[config.mk]
export PLATFORM = sky130hd
export DESIGN_NAME = dor_regs
export DESIGN_NICKNAME = d
export VERILOG_FILES = /design/src/shared/dor_pkg.sv /design/src/rtl/dor_regs.sv
export SDC_FILE = /design/constraint.sdc
export NUM_CORES = 2
export LEC_CHECK = 0
export ABC_AREA = 0
export BUFFER_PORTS_ARGS = -buffer_cell sky130_fd_sc_hd__buf_2
export CAP_MARGIN = 20
export CORE_MARGIN = 3
export CORE_UTILIZATION = 30
export DETAILED_ROUTE_END_ITERATION = 8
export GPL_TIMING_DRIVEN = 0
export PLACE_DENSITY = 0.47
export REMOVE_ABC_BUFFERS = 1
export SYNTH_ARGS = -nofsm -noshare
export SYNTH_HDL_FRONTEND = slang
export SYNTH_SLANG_ARGS = --single-unit
[constraint.sdc]
create_clock -name core_clk_i -period 8.2 [get_ports core_clk_i]
set_input_delay 1.64 -clock core_clk_i [delete_from_list [all_inputs] [get_ports core_clk_i]]
set_output_delay 1.64 -clock core_clk_i [all_outputs]
set_load 0.03 [all_outputs]
[src/shared/dor_pkg.sv]
// Purpose: constants for the dac output route and volume register bank
// Assumes: 8-bit control registers, one clock at 200 MHz
// Notes: delay and ramp times are kept in microseconds of the reference tick
package dor_pkg;
   // register offsets
   localparam logic [6:0] DOR_OFS_SWITCH = 7'h29;
   localparam logic [6:0] DOR_OFS_POP = 7'h2a;
   localparam logic [6:0] DOR_OFS_LVOL = 7'h2b;
   localparam logic [6:0] DOR_OFS_RVOL = 7'h2c;
   // reset values
   localparam logic [7:0] DOR_RST_SWITCH = 8'h00;
   localparam logic [7:0] DOR_RST_POP = 8'h00;
   localparam logic [7:0] DOR_RST_VOL = 8'h80;
   // field positions
   localparam int DOR_LROUTE_HI = 7;
   localparam int DOR_LROUTE_LO = 6;
   localparam int DOR_RROUTE_HI = 5;
   localparam int DOR_RROUTE_LO = 4;
   localparam int DOR_LINK_HI = 1;
   localparam int DOR_LINK_LO = 0;
   localparam int DOR_DLY_HI = 7;
   localparam int DOR_DLY_LO = 5;
   localparam int DOR_RAMP_HI = 3;
   localparam int DOR_RAMP_LO = 2;
   localparam int DOR_CM_BIT = 1;
   localparam int DOR_MUTE_BIT = 7;
   localparam int DOR_VOL_HI = 6;
   // route codes
   localparam logic [1:0] DOR_ROUTE_MIX = 2'h0;
   localparam logic [1:0] DOR_ROUTE_LINE = 2'h1;
   localparam logic [1:0] DOR_ROUTE_HP = 2'h2;
   // volume link codes
   localparam logic [1:0] DOR_LINK_L_FOLLOWS_R = 2'h1;
   localparam logic [1:0] DOR_LINK_R_FOLLOWS_L = 2'h2;
   // timing
   localparam int DOR_CLK_PERIOD_NS = 5;
   localparam int DOR_TICK_NS = 1000;
   localparam int DOR_CNT_W = 21;
   // power-on delays in microseconds, codes 0 to 5
   localparam logic [DOR_CNT_W-1:0] DOR_DLY_US [0:5] = '{21'h0, 21'h64, 21'h2710, 21'h186a0, 21'h61a80, 21'h1e8480};
   // ramp step intervals in microseconds: 0, 1, 2, 4 ms
   localparam logic [DOR_CNT_W-1:0] DOR_RAMP_US [0:3] = '{21'h0, 21'h3e8, 21'h7d0, 21'hfa0};
   localparam int DOR_RAMP_STEPS = 8;
   // 0.5 dB gain mantissas in q15; twelve steps make one halving
   localparam int DOR_STEPS_PER_HALF = 12;
   localparam int DOR_GAIN_FRAC = 15;
   localparam logic [15:0] DOR_GAIN_Q15 [0:11] = '{16'h8000, 16'h78d7, 16'h7215, 16'h6bb3, 16'h65ad, 16'h5ffd,
      16'h5a9e, 16'h558c, 16'h50c3, 16'h4c3f, 16'h47fb, 16'h43f4};
   typedef enum logic [1:0] {
      DOR_S_IDLE = 2'b00,
      DOR_S_DELAY = 2'b01,
      DOR_S_RAMP = 2'b10,
      DOR_S_ON = 2'b11
   } dor_drv_state_t;
endpackage

[src/rtl/dor_regs.sv]
// Purpose: dac output route, volume link, driver pop reduction and digital volume registers
// Assumes: register port and samples are on core_clk_i; srst_i synchronous active high
// Notes: outputs are registered, so register effects show one cycle after the write
`timescale 1ns/100ps
module dor_regs #(
   parameter int SAMPLE_W = 24,
   parameter int TICK_NS = dor_pkg::DOR_TICK_NS,
   parameter int RAMP_STEPS = dor_pkg::DOR_RAMP_STEPS
) (
   input wire logic core_clk_i,
   input wire logic srst_i,
   input wire logic reg_wr_i,
   input wire logic [6:0] reg_addr_i,
   input wire logic [7:0] reg_wdata_i,
   output logic [7:0] reg_rdata_o,
   output logic left_mixer_path_o,
   output logic left_lineout_path_o,
   output logic left_highpower_path_o,
   output logic right_mixer_path_o,
   output logic right_lineout_path_o,
   output logic right_highpower_path_o,
   output logic cm_bandgap_sel_o,
   output logic left_mute_o,
   output logic [6:0] left_atten_o,
   output logic right_mute_o,
   output logic [6:0] right_atten_o,
   input wire logic drv_power_req_i,
   output logic drv_on_o,
   output logic drv_ramp_step_o,
   output logic drv_ramp_done_o,
   input wire logic sample_valid_i,
   input wire logic signed [SAMPLE_W-1:0] left_sample_i,
   input wire logic signed [SAMPLE_W-1:0] right_sample_i,
   output logic sample_valid_o,
   output logic signed [SAMPLE_W-1:0] left_sample_o,
   output logic signed [SAMPLE_W-1:0] right_sample_o
);
   import dor_pkg::*;

   localparam int TICK_CYC = (TICK_NS + DOR_CLK_PERIOD_NS - 1) / DOR_CLK_PERIOD_NS;
   localparam int TDIV_W = $clog2(TICK_CYC + 1);
   localparam int STEP_W = $clog2(RAMP_STEPS + 1);

   logic [7:0] sw_q;
   logic [7:0] pop_q;
   logic [7:0] lvol_q;
   logic [7:0] rvol_q;
   logic [TDIV_W-1:0] tdiv_q;
   logic tick_q;
   dor_drv_state_t st_q;
   logic req_q;
   logic [DOR_CNT_W-1:0] cnt_q;
   logic [STEP_W-1:0] steps_q;
   logic [1:0] lroute;
   logic [1:0] rroute;
   logic [1:0] link;
   logic [2:0] dly_code;
   logic [1:0] ramp_code;
   logic [DOR_CNT_W-1:0] dly_us;
   logic [DOR_CNT_W-1:0] ramp_us;

   assign lroute = sw_q[DOR_LROUTE_HI:DOR_LROUTE_LO];
   assign rroute = sw_q[DOR_RROUTE_HI:DOR_RROUTE_LO];
   assign link = sw_q[DOR_LINK_HI:DOR_LINK_LO];
   assign dly_code = pop_q[DOR_DLY_HI:DOR_DLY_LO];
   assign ramp_code = pop_q[DOR_RAMP_HI:DOR_RAMP_LO];
   // reserved delay codes fall back to no delay
   assign dly_us = (dly_code <= 3'h5) ? DOR_DLY_US[dly_code] : '0;
   assign ramp_us = DOR_RAMP_US[ramp_code];

   // register writes; all bits stored as written
   always_ff @(posedge core_clk_i) begin
      if (srst_i) begin
         sw_q <= DOR_RST_SWITCH;
         pop_q <= DOR_RST_POP;
         lvol_q <= DOR_RST_VOL;
         rvol_q <= DOR_RST_VOL;
      end else if (reg_wr_i) begin
         if (reg_addr_i == DOR_OFS_SWITCH) sw_q <= reg_wdata_i;
         if (reg_addr_i == DOR_OFS_POP) pop_q <= reg_wdata_i;
         if (reg_addr_i == DOR_OFS_LVOL) lvol_q <= reg_wdata_i;
         if (reg_addr_i == DOR_OFS_RVOL) rvol_q <= reg_wdata_i;
      end
   end

   // read data, one cycle after the address; other offsets read zero
   always_ff @(posedge core_clk_i) begin
      if (srst_i) begin
         reg_rdata_o <= '0;
      end else begin
         unique case (reg_addr_i)
            DOR_OFS_SWITCH: reg_rdata_o <= sw_q;
            DOR_OFS_POP: reg_rdata_o <= pop_q;
            DOR_OFS_LVOL: reg_rdata_o <= lvol_q;
            DOR_OFS_RVOL: reg_rdata_o <= rvol_q;
            default: reg_rdata_o <= '0;
         endcase
      end
   end

   // route decode; code 11 enables no path
   always_ff @(posedge core_clk_i) begin
      if (srst_i) begin
         left_mixer_path_o <= 1'b1;
         left_lineout_path_o <= 1'b0;
         left_highpower_path_o <= 1'b0;
         right_mixer_path_o <= 1'b1;
         right_lineout_path_o <= 1'b0;
         right_highpower_path_o <= 1'b0;
      end else begin
         left_mixer_path_o <= (lroute == DOR_ROUTE_MIX);
         left_lineout_path_o <= (lroute == DOR_ROUTE_LINE);
         left_highpower_path_o <= (lroute == DOR_ROUTE_HP);
         right_mixer_path_o <= (rroute == DOR_ROUTE_MIX);
         right_lineout_path_o <= (rroute == DOR_ROUTE_LINE);
         right_highpower_path_o <= (rroute == DOR_ROUTE_HP);
      end
   end

   // effective volume after linking; the whole register follows
   always_ff @(posedge core_clk_i) begin
      if (srst_i) begin
         left_mute_o <= DOR_RST_VOL[DOR_MUTE_BIT];
         left_atten_o <= DOR_RST_VOL[DOR_VOL_HI:0];
         right_mute_o <= DOR_RST_VOL[DOR_MUTE_BIT];
         right_atten_o <= DOR_RST_VOL[DOR_VOL_HI:0];
         cm_bandgap_sel_o <= 1'b0;
      end else begin
         {left_mute_o, left_atten_o} <= (link == DOR_LINK_L_FOLLOWS_R) ? rvol_q : lvol_q;
         {right_mute_o, right_atten_o} <= (link == DOR_LINK_R_FOLLOWS_L) ? lvol_q : rvol_q;
         cm_bandgap_sel_o <= pop_q[DOR_CM_BIT];
      end
   end

   // reference tick, one pulse per TICK_NS
   always_ff @(posedge core_clk_i) begin
      if (srst_i) begin
         tdiv_q <= '0;
         tick_q <= 1'b0;
      end else begin
         tick_q <= (tdiv_q == TDIV_W'(TICK_CYC - 1));
         tdiv_q <= (tdiv_q == TDIV_W'(TICK_CYC - 1)) ? '0 : tdiv_q + 1'b1;
      end
   end

   // driver power-on delay then ramp steps
   always_ff @(posedge core_clk_i) begin
      if (srst_i) begin
         st_q <= DOR_S_IDLE;
         req_q <= 1'b0;
         cnt_q <= '0;
         steps_q <= '0;
         drv_on_o <= 1'b0;
         drv_ramp_step_o <= 1'b0;
         drv_ramp_done_o <= 1'b0;
      end else begin
         req_q <= drv_power_req_i;
         drv_ramp_step_o <= 1'b0;
         if (!drv_power_req_i) begin
            st_q <= DOR_S_IDLE;
            drv_on_o <= 1'b0;
            drv_ramp_done_o <= 1'b0;
         end else begin
            unique case (st_q)
               DOR_S_IDLE: begin
                  if (!req_q) begin
                     cnt_q <= dly_us;
                     st_q <= DOR_S_DELAY;
                  end
               end
               DOR_S_DELAY: begin
                  if (cnt_q == '0) begin
                     st_q <= DOR_S_RAMP;
                     drv_on_o <= 1'b1;
                     cnt_q <= ramp_us;
                     steps_q <= STEP_W'(RAMP_STEPS);
                  end else if (tick_q) begin
                     cnt_q <= cnt_q - 1'b1;
                  end
               end
               DOR_S_RAMP: begin
                  if (steps_q == '0) begin
                     st_q <= DOR_S_ON;
                     drv_ramp_done_o <= 1'b1;
                  end else if (cnt_q == '0) begin
                     drv_ramp_step_o <= 1'b1;
                     steps_q <= steps_q - 1'b1;
                     cnt_q <= ramp_us;
                  end else if (tick_q) begin
                     cnt_q <= cnt_q - 1'b1;
                  end
               end
               DOR_S_ON: begin
                  st_q <= DOR_S_ON;
               end
            endcase
         end
      end
   end

   // 0.5 dB per code: mantissa per step, shift per twelve steps
   function automatic logic signed [SAMPLE_W-1:0] atten(input logic signed [SAMPLE_W-1:0] s,
         input logic [6:0] code);
      logic signed [SAMPLE_W+16:0] p;
      logic [6:0] frac;
      logic [6:0] shft;
      frac = 7'(code % 7'(DOR_STEPS_PER_HALF));
      shft = 7'(code / 7'(DOR_STEPS_PER_HALF));
      p = s * $signed({1'b0, DOR_GAIN_Q15[frac[3:0]]});
      p = p >>> DOR_GAIN_FRAC;
      p = p >>> shft;
      return p[SAMPLE_W-1:0];
   endfunction

   always_ff @(posedge core_clk_i) begin
      if (srst_i) begin
         sample_valid_o <= 1'b0;
         left_sample_o <= '0;
         right_sample_o <= '0;
      end else begin
         sample_valid_o <= sample_valid_i;
         if (sample_valid_i) begin
            left_sample_o <= left_mute_o ? '0 : atten(left_sample_i, left_atten_o);
            right_sample_o <= right_mute_o ? '0 : atten(right_sample_i, right_atten_o);
         end
      end
   end
endmodule

==> summary.txt <==
Worst Path Required -> 8520 ps
synthesized cell area -> 38000 um^2
Die Area -> 131000 um^2
Clk pin slew, worst setup/hold paths -> 70 ps
Post-CTS Hold Buffers -> 0
Worst-Margin Slew -> 1090 ps
clock skew -> 14.2 ps
GR Overflow Total -> 0
Post-Syn Instances -> 4495
syn_area_per_cell -> 8.46 um^2
Num CTS Buffers -> 17
Synth async-reset ratio -> 0
vias in the first global route -> 33015
Post-synth EDFFs -> 0
detailed placement HPWL -> 92200 um
Die H -> 362 um
Crit Path Max Fanout -> 8
die width -> 362 um
fin crit share -> 1.01
final setup TNS -> -155 ps
worst vdd rail ir drop -> 0.118 mV
CTS sink count -> 152
Setup WS post-layout -> -96.9 ps
RSZ-0062 raised after global routing -> yes
register bit total from synthesis -> 152
ratio of cells with drive above 1 in the final layout -> 0.236
clock period minus final worst setup slack -> 8300 ps
post-synthesis sequential area ratio -> 0.0800
count of cell types in the netlist -> 104
core region area -> 125000 um^2
largest net degree at the start of global routing -> 60
num rows -> 129
CTS max path bufs -> 2
slowest CP cell -> fa_1
power share of the clock group -> 0.297
P_sw -> 1090 uW
Most common cell on crit path -> fa_1
Max Cap Violations -> 0
first-pass GRT wire length -> 197000 um
final setup vio count -> 5
root buffer cell -> clkbuf_16
I/O Buffers -> 150
CTS tree -> yes
status -> finished, violations left
Final Hold Viols -> 0
Nets -> 5860
sequential power share -> 0.263
multi-input combinational cell area -> 33900 um^2
Slew Viols, Final -> 0
Switching Fraction -> 0.379
CP startpoint kind -> flop
Crit. End Element -> flop
Routed WL -> 128000 um
Area Overhead vs Synth -> 25.8%
register area -> 3090 um^2
Fill cells -> 12634
failing checks -> negative setup slack
Initial Util -> 0.305
DRC viols -> 0
routed len/inst -> 19.8 um
Crit Path Class -> reg2reg
vias per cell -> 4.99
drt pass-1 iters -> 5
P_leak -> 0.0223 uW
Total GRT Usage -> 0.190
slew margin rel. -> 0.275
initial DRC count -> 1943
CP arrival -> 8620 ps
HP Class -> reg2reg
pwr dens -> 60.3 nW/um^2
vias post-DR -> 32253
Power Total -> 2890 uW
slowest stage delay, CP -> 550 ps
fmax -> 0.121 GHz
H-tree levels -> 4
top_reg_cell synth -> dfxtp_1
combinational share of power -> 0.440
Pint -> 1790 uW
initial antenna violation count -> 6
Synth warnings -> 0
Post-DRT Antenna Nets -> 0
latest clock arrival within the worst-skew pair -> 430 ps
RePlAce Congestion -> 0.828
# IOs -> 151
-- stage by stage --
step	area [um^2]	utilization	hold slack [ps]	setup WS, ps	std cells
2_1_floorplan	37100	-	413	-2110	4277
3_3_place_gp	39900	0.320	423	-6690	6064
3_5_place_dp	41000	0.329	433	-2890	6102
4_1_cts	45100	0.361	441	-31.7	6321
5_1_grt	47800	0.383	464	-273	6464
6_report	47800	0.383	442	-96.9	6468
-- synthesized netlist by cell type, drive strengths merged, types with 52 or more instances --
cell type / count / area share
nand2: 679 / 0.067
and2: 286 / 0.047
fa: 750 / 0.39
nor2: 170 / 0.017
and3: 52 / 0.0086
o21ai: 103 / 0.014
dfxtp: 152 / 0.080
clkbuf: 182 / 0.018
ha: 227 / 0.075
mux2i: 81 / 0.021
inv: 936 / 0.092
a21oi: 175 / 0.024
-- cell type report --
class                   count  share of cell area
repair buffers            510              0.0973
diodes                      4            0.000209
multi-input cells        3198               0.708
inverters                 936              0.0741
clock inverters            11             0.00356
flip-flops and latches    152              0.0646
clock buffers              20             0.00955
well taps                1637              0.0428
-- worst max-delay path, delay by kind of cell, from the launching register on --
family | cells | cell delay (ps)
buffers and inverters | 7 | 700
flip-flops | 1 | 400
adder cells (fa/ha/maj) | 7 | 3360
AND/OR/NAND/NOR | 7 | 1600
AO/OA/AOI/OAI | 11 | 2120
-- metal layers --
metal	wire length [um]	GRT usage	share of wire	up-vias
met4	2470	0.0278	0.019	4
met3	7710	0.0250	0.060	109
met2	58100	0.305	0.45	883
met5	27	0	0.00021	-
met1	59600	0.279	0.47	16606
li1	-	-	-	14651
-- registers in the layout, summed over array words and instances (netlist names), 2 cells and up --
signal	flops
st_q	2
tdiv_q	8
sw_q	8
left_sample_o	24
cnt_q	21
pop_q	8
steps_q	4
right_atten_o	7
right_sample_o	24
reg_rdata_o	8
rvol_q	8
lvol_q	8
left_atten_o	7
-- final timing paths --
path | start | slack [ps] | end | depth (start not counted)
max | right_atten_o[4] | -100 | right_sample_o[4] | 32
min | tdiv_q[0] | 440 | tdiv_q[0] | 1
max reg2reg | right_atten_o[4] | -100 | right_sample_o[4] | 32
min reg2reg | tdiv_q[0] | 440 | tdiv_q[0] | 1
-- power by group through the flow --
stage | Sequential [uW] | Clock, uW | Combinational (uW)
floorplan | 778 | 0 | 646
global placement | 779 | 0 | 973
detailed placement | 779 | 0 | 981
CTS | 758 | 876 | 1100
global route | 760 | 903 | 1390
finish | 758 | 857 | 1270
-- cells by family (layout without fill, tap and decap cells) --
group,Yosys count,after routing,share of synthesized area
AO/OA/AOI/OAI,596,603,0.109
XOR/XNOR,71,71,0.0164
adder cells (fa/ha/maj),977,977,0.470
buffers and inverters,1154,1477,0.116
flip-flops,152,152,0.0800
multiplexers,99,99,0.0267
other,0,4,0
AND/OR/NAND/NOR,1446,1448,0.183
-- cells in the final DEF (no fill, tap or decap), types with 43 or more instances in the layout --
cell,count
inv_2,61
and2_1,254
o21ai_0,57
nand2_1,640
mux2i_1,68
ha_1,172
a21oi_1,121
buf_4,241
and3_1,48
fa_2,43
dfxtp_1,138
fa_1,707
ha_4,51
buf_2,149
nor2_1,139
inv_1,867
-- what timing repair did --
| item | CTS | global route |
|---|---|---|
| setup buffers | 173 | 140 |
| pin swaps | 128 | 266 |
| gates cloned | 16 | 10 |
| gates resized for setup | 356 | 405 |
| endpoints found under the setup margin | 48 | 48 |
Power figures use the tool's default switching activity.
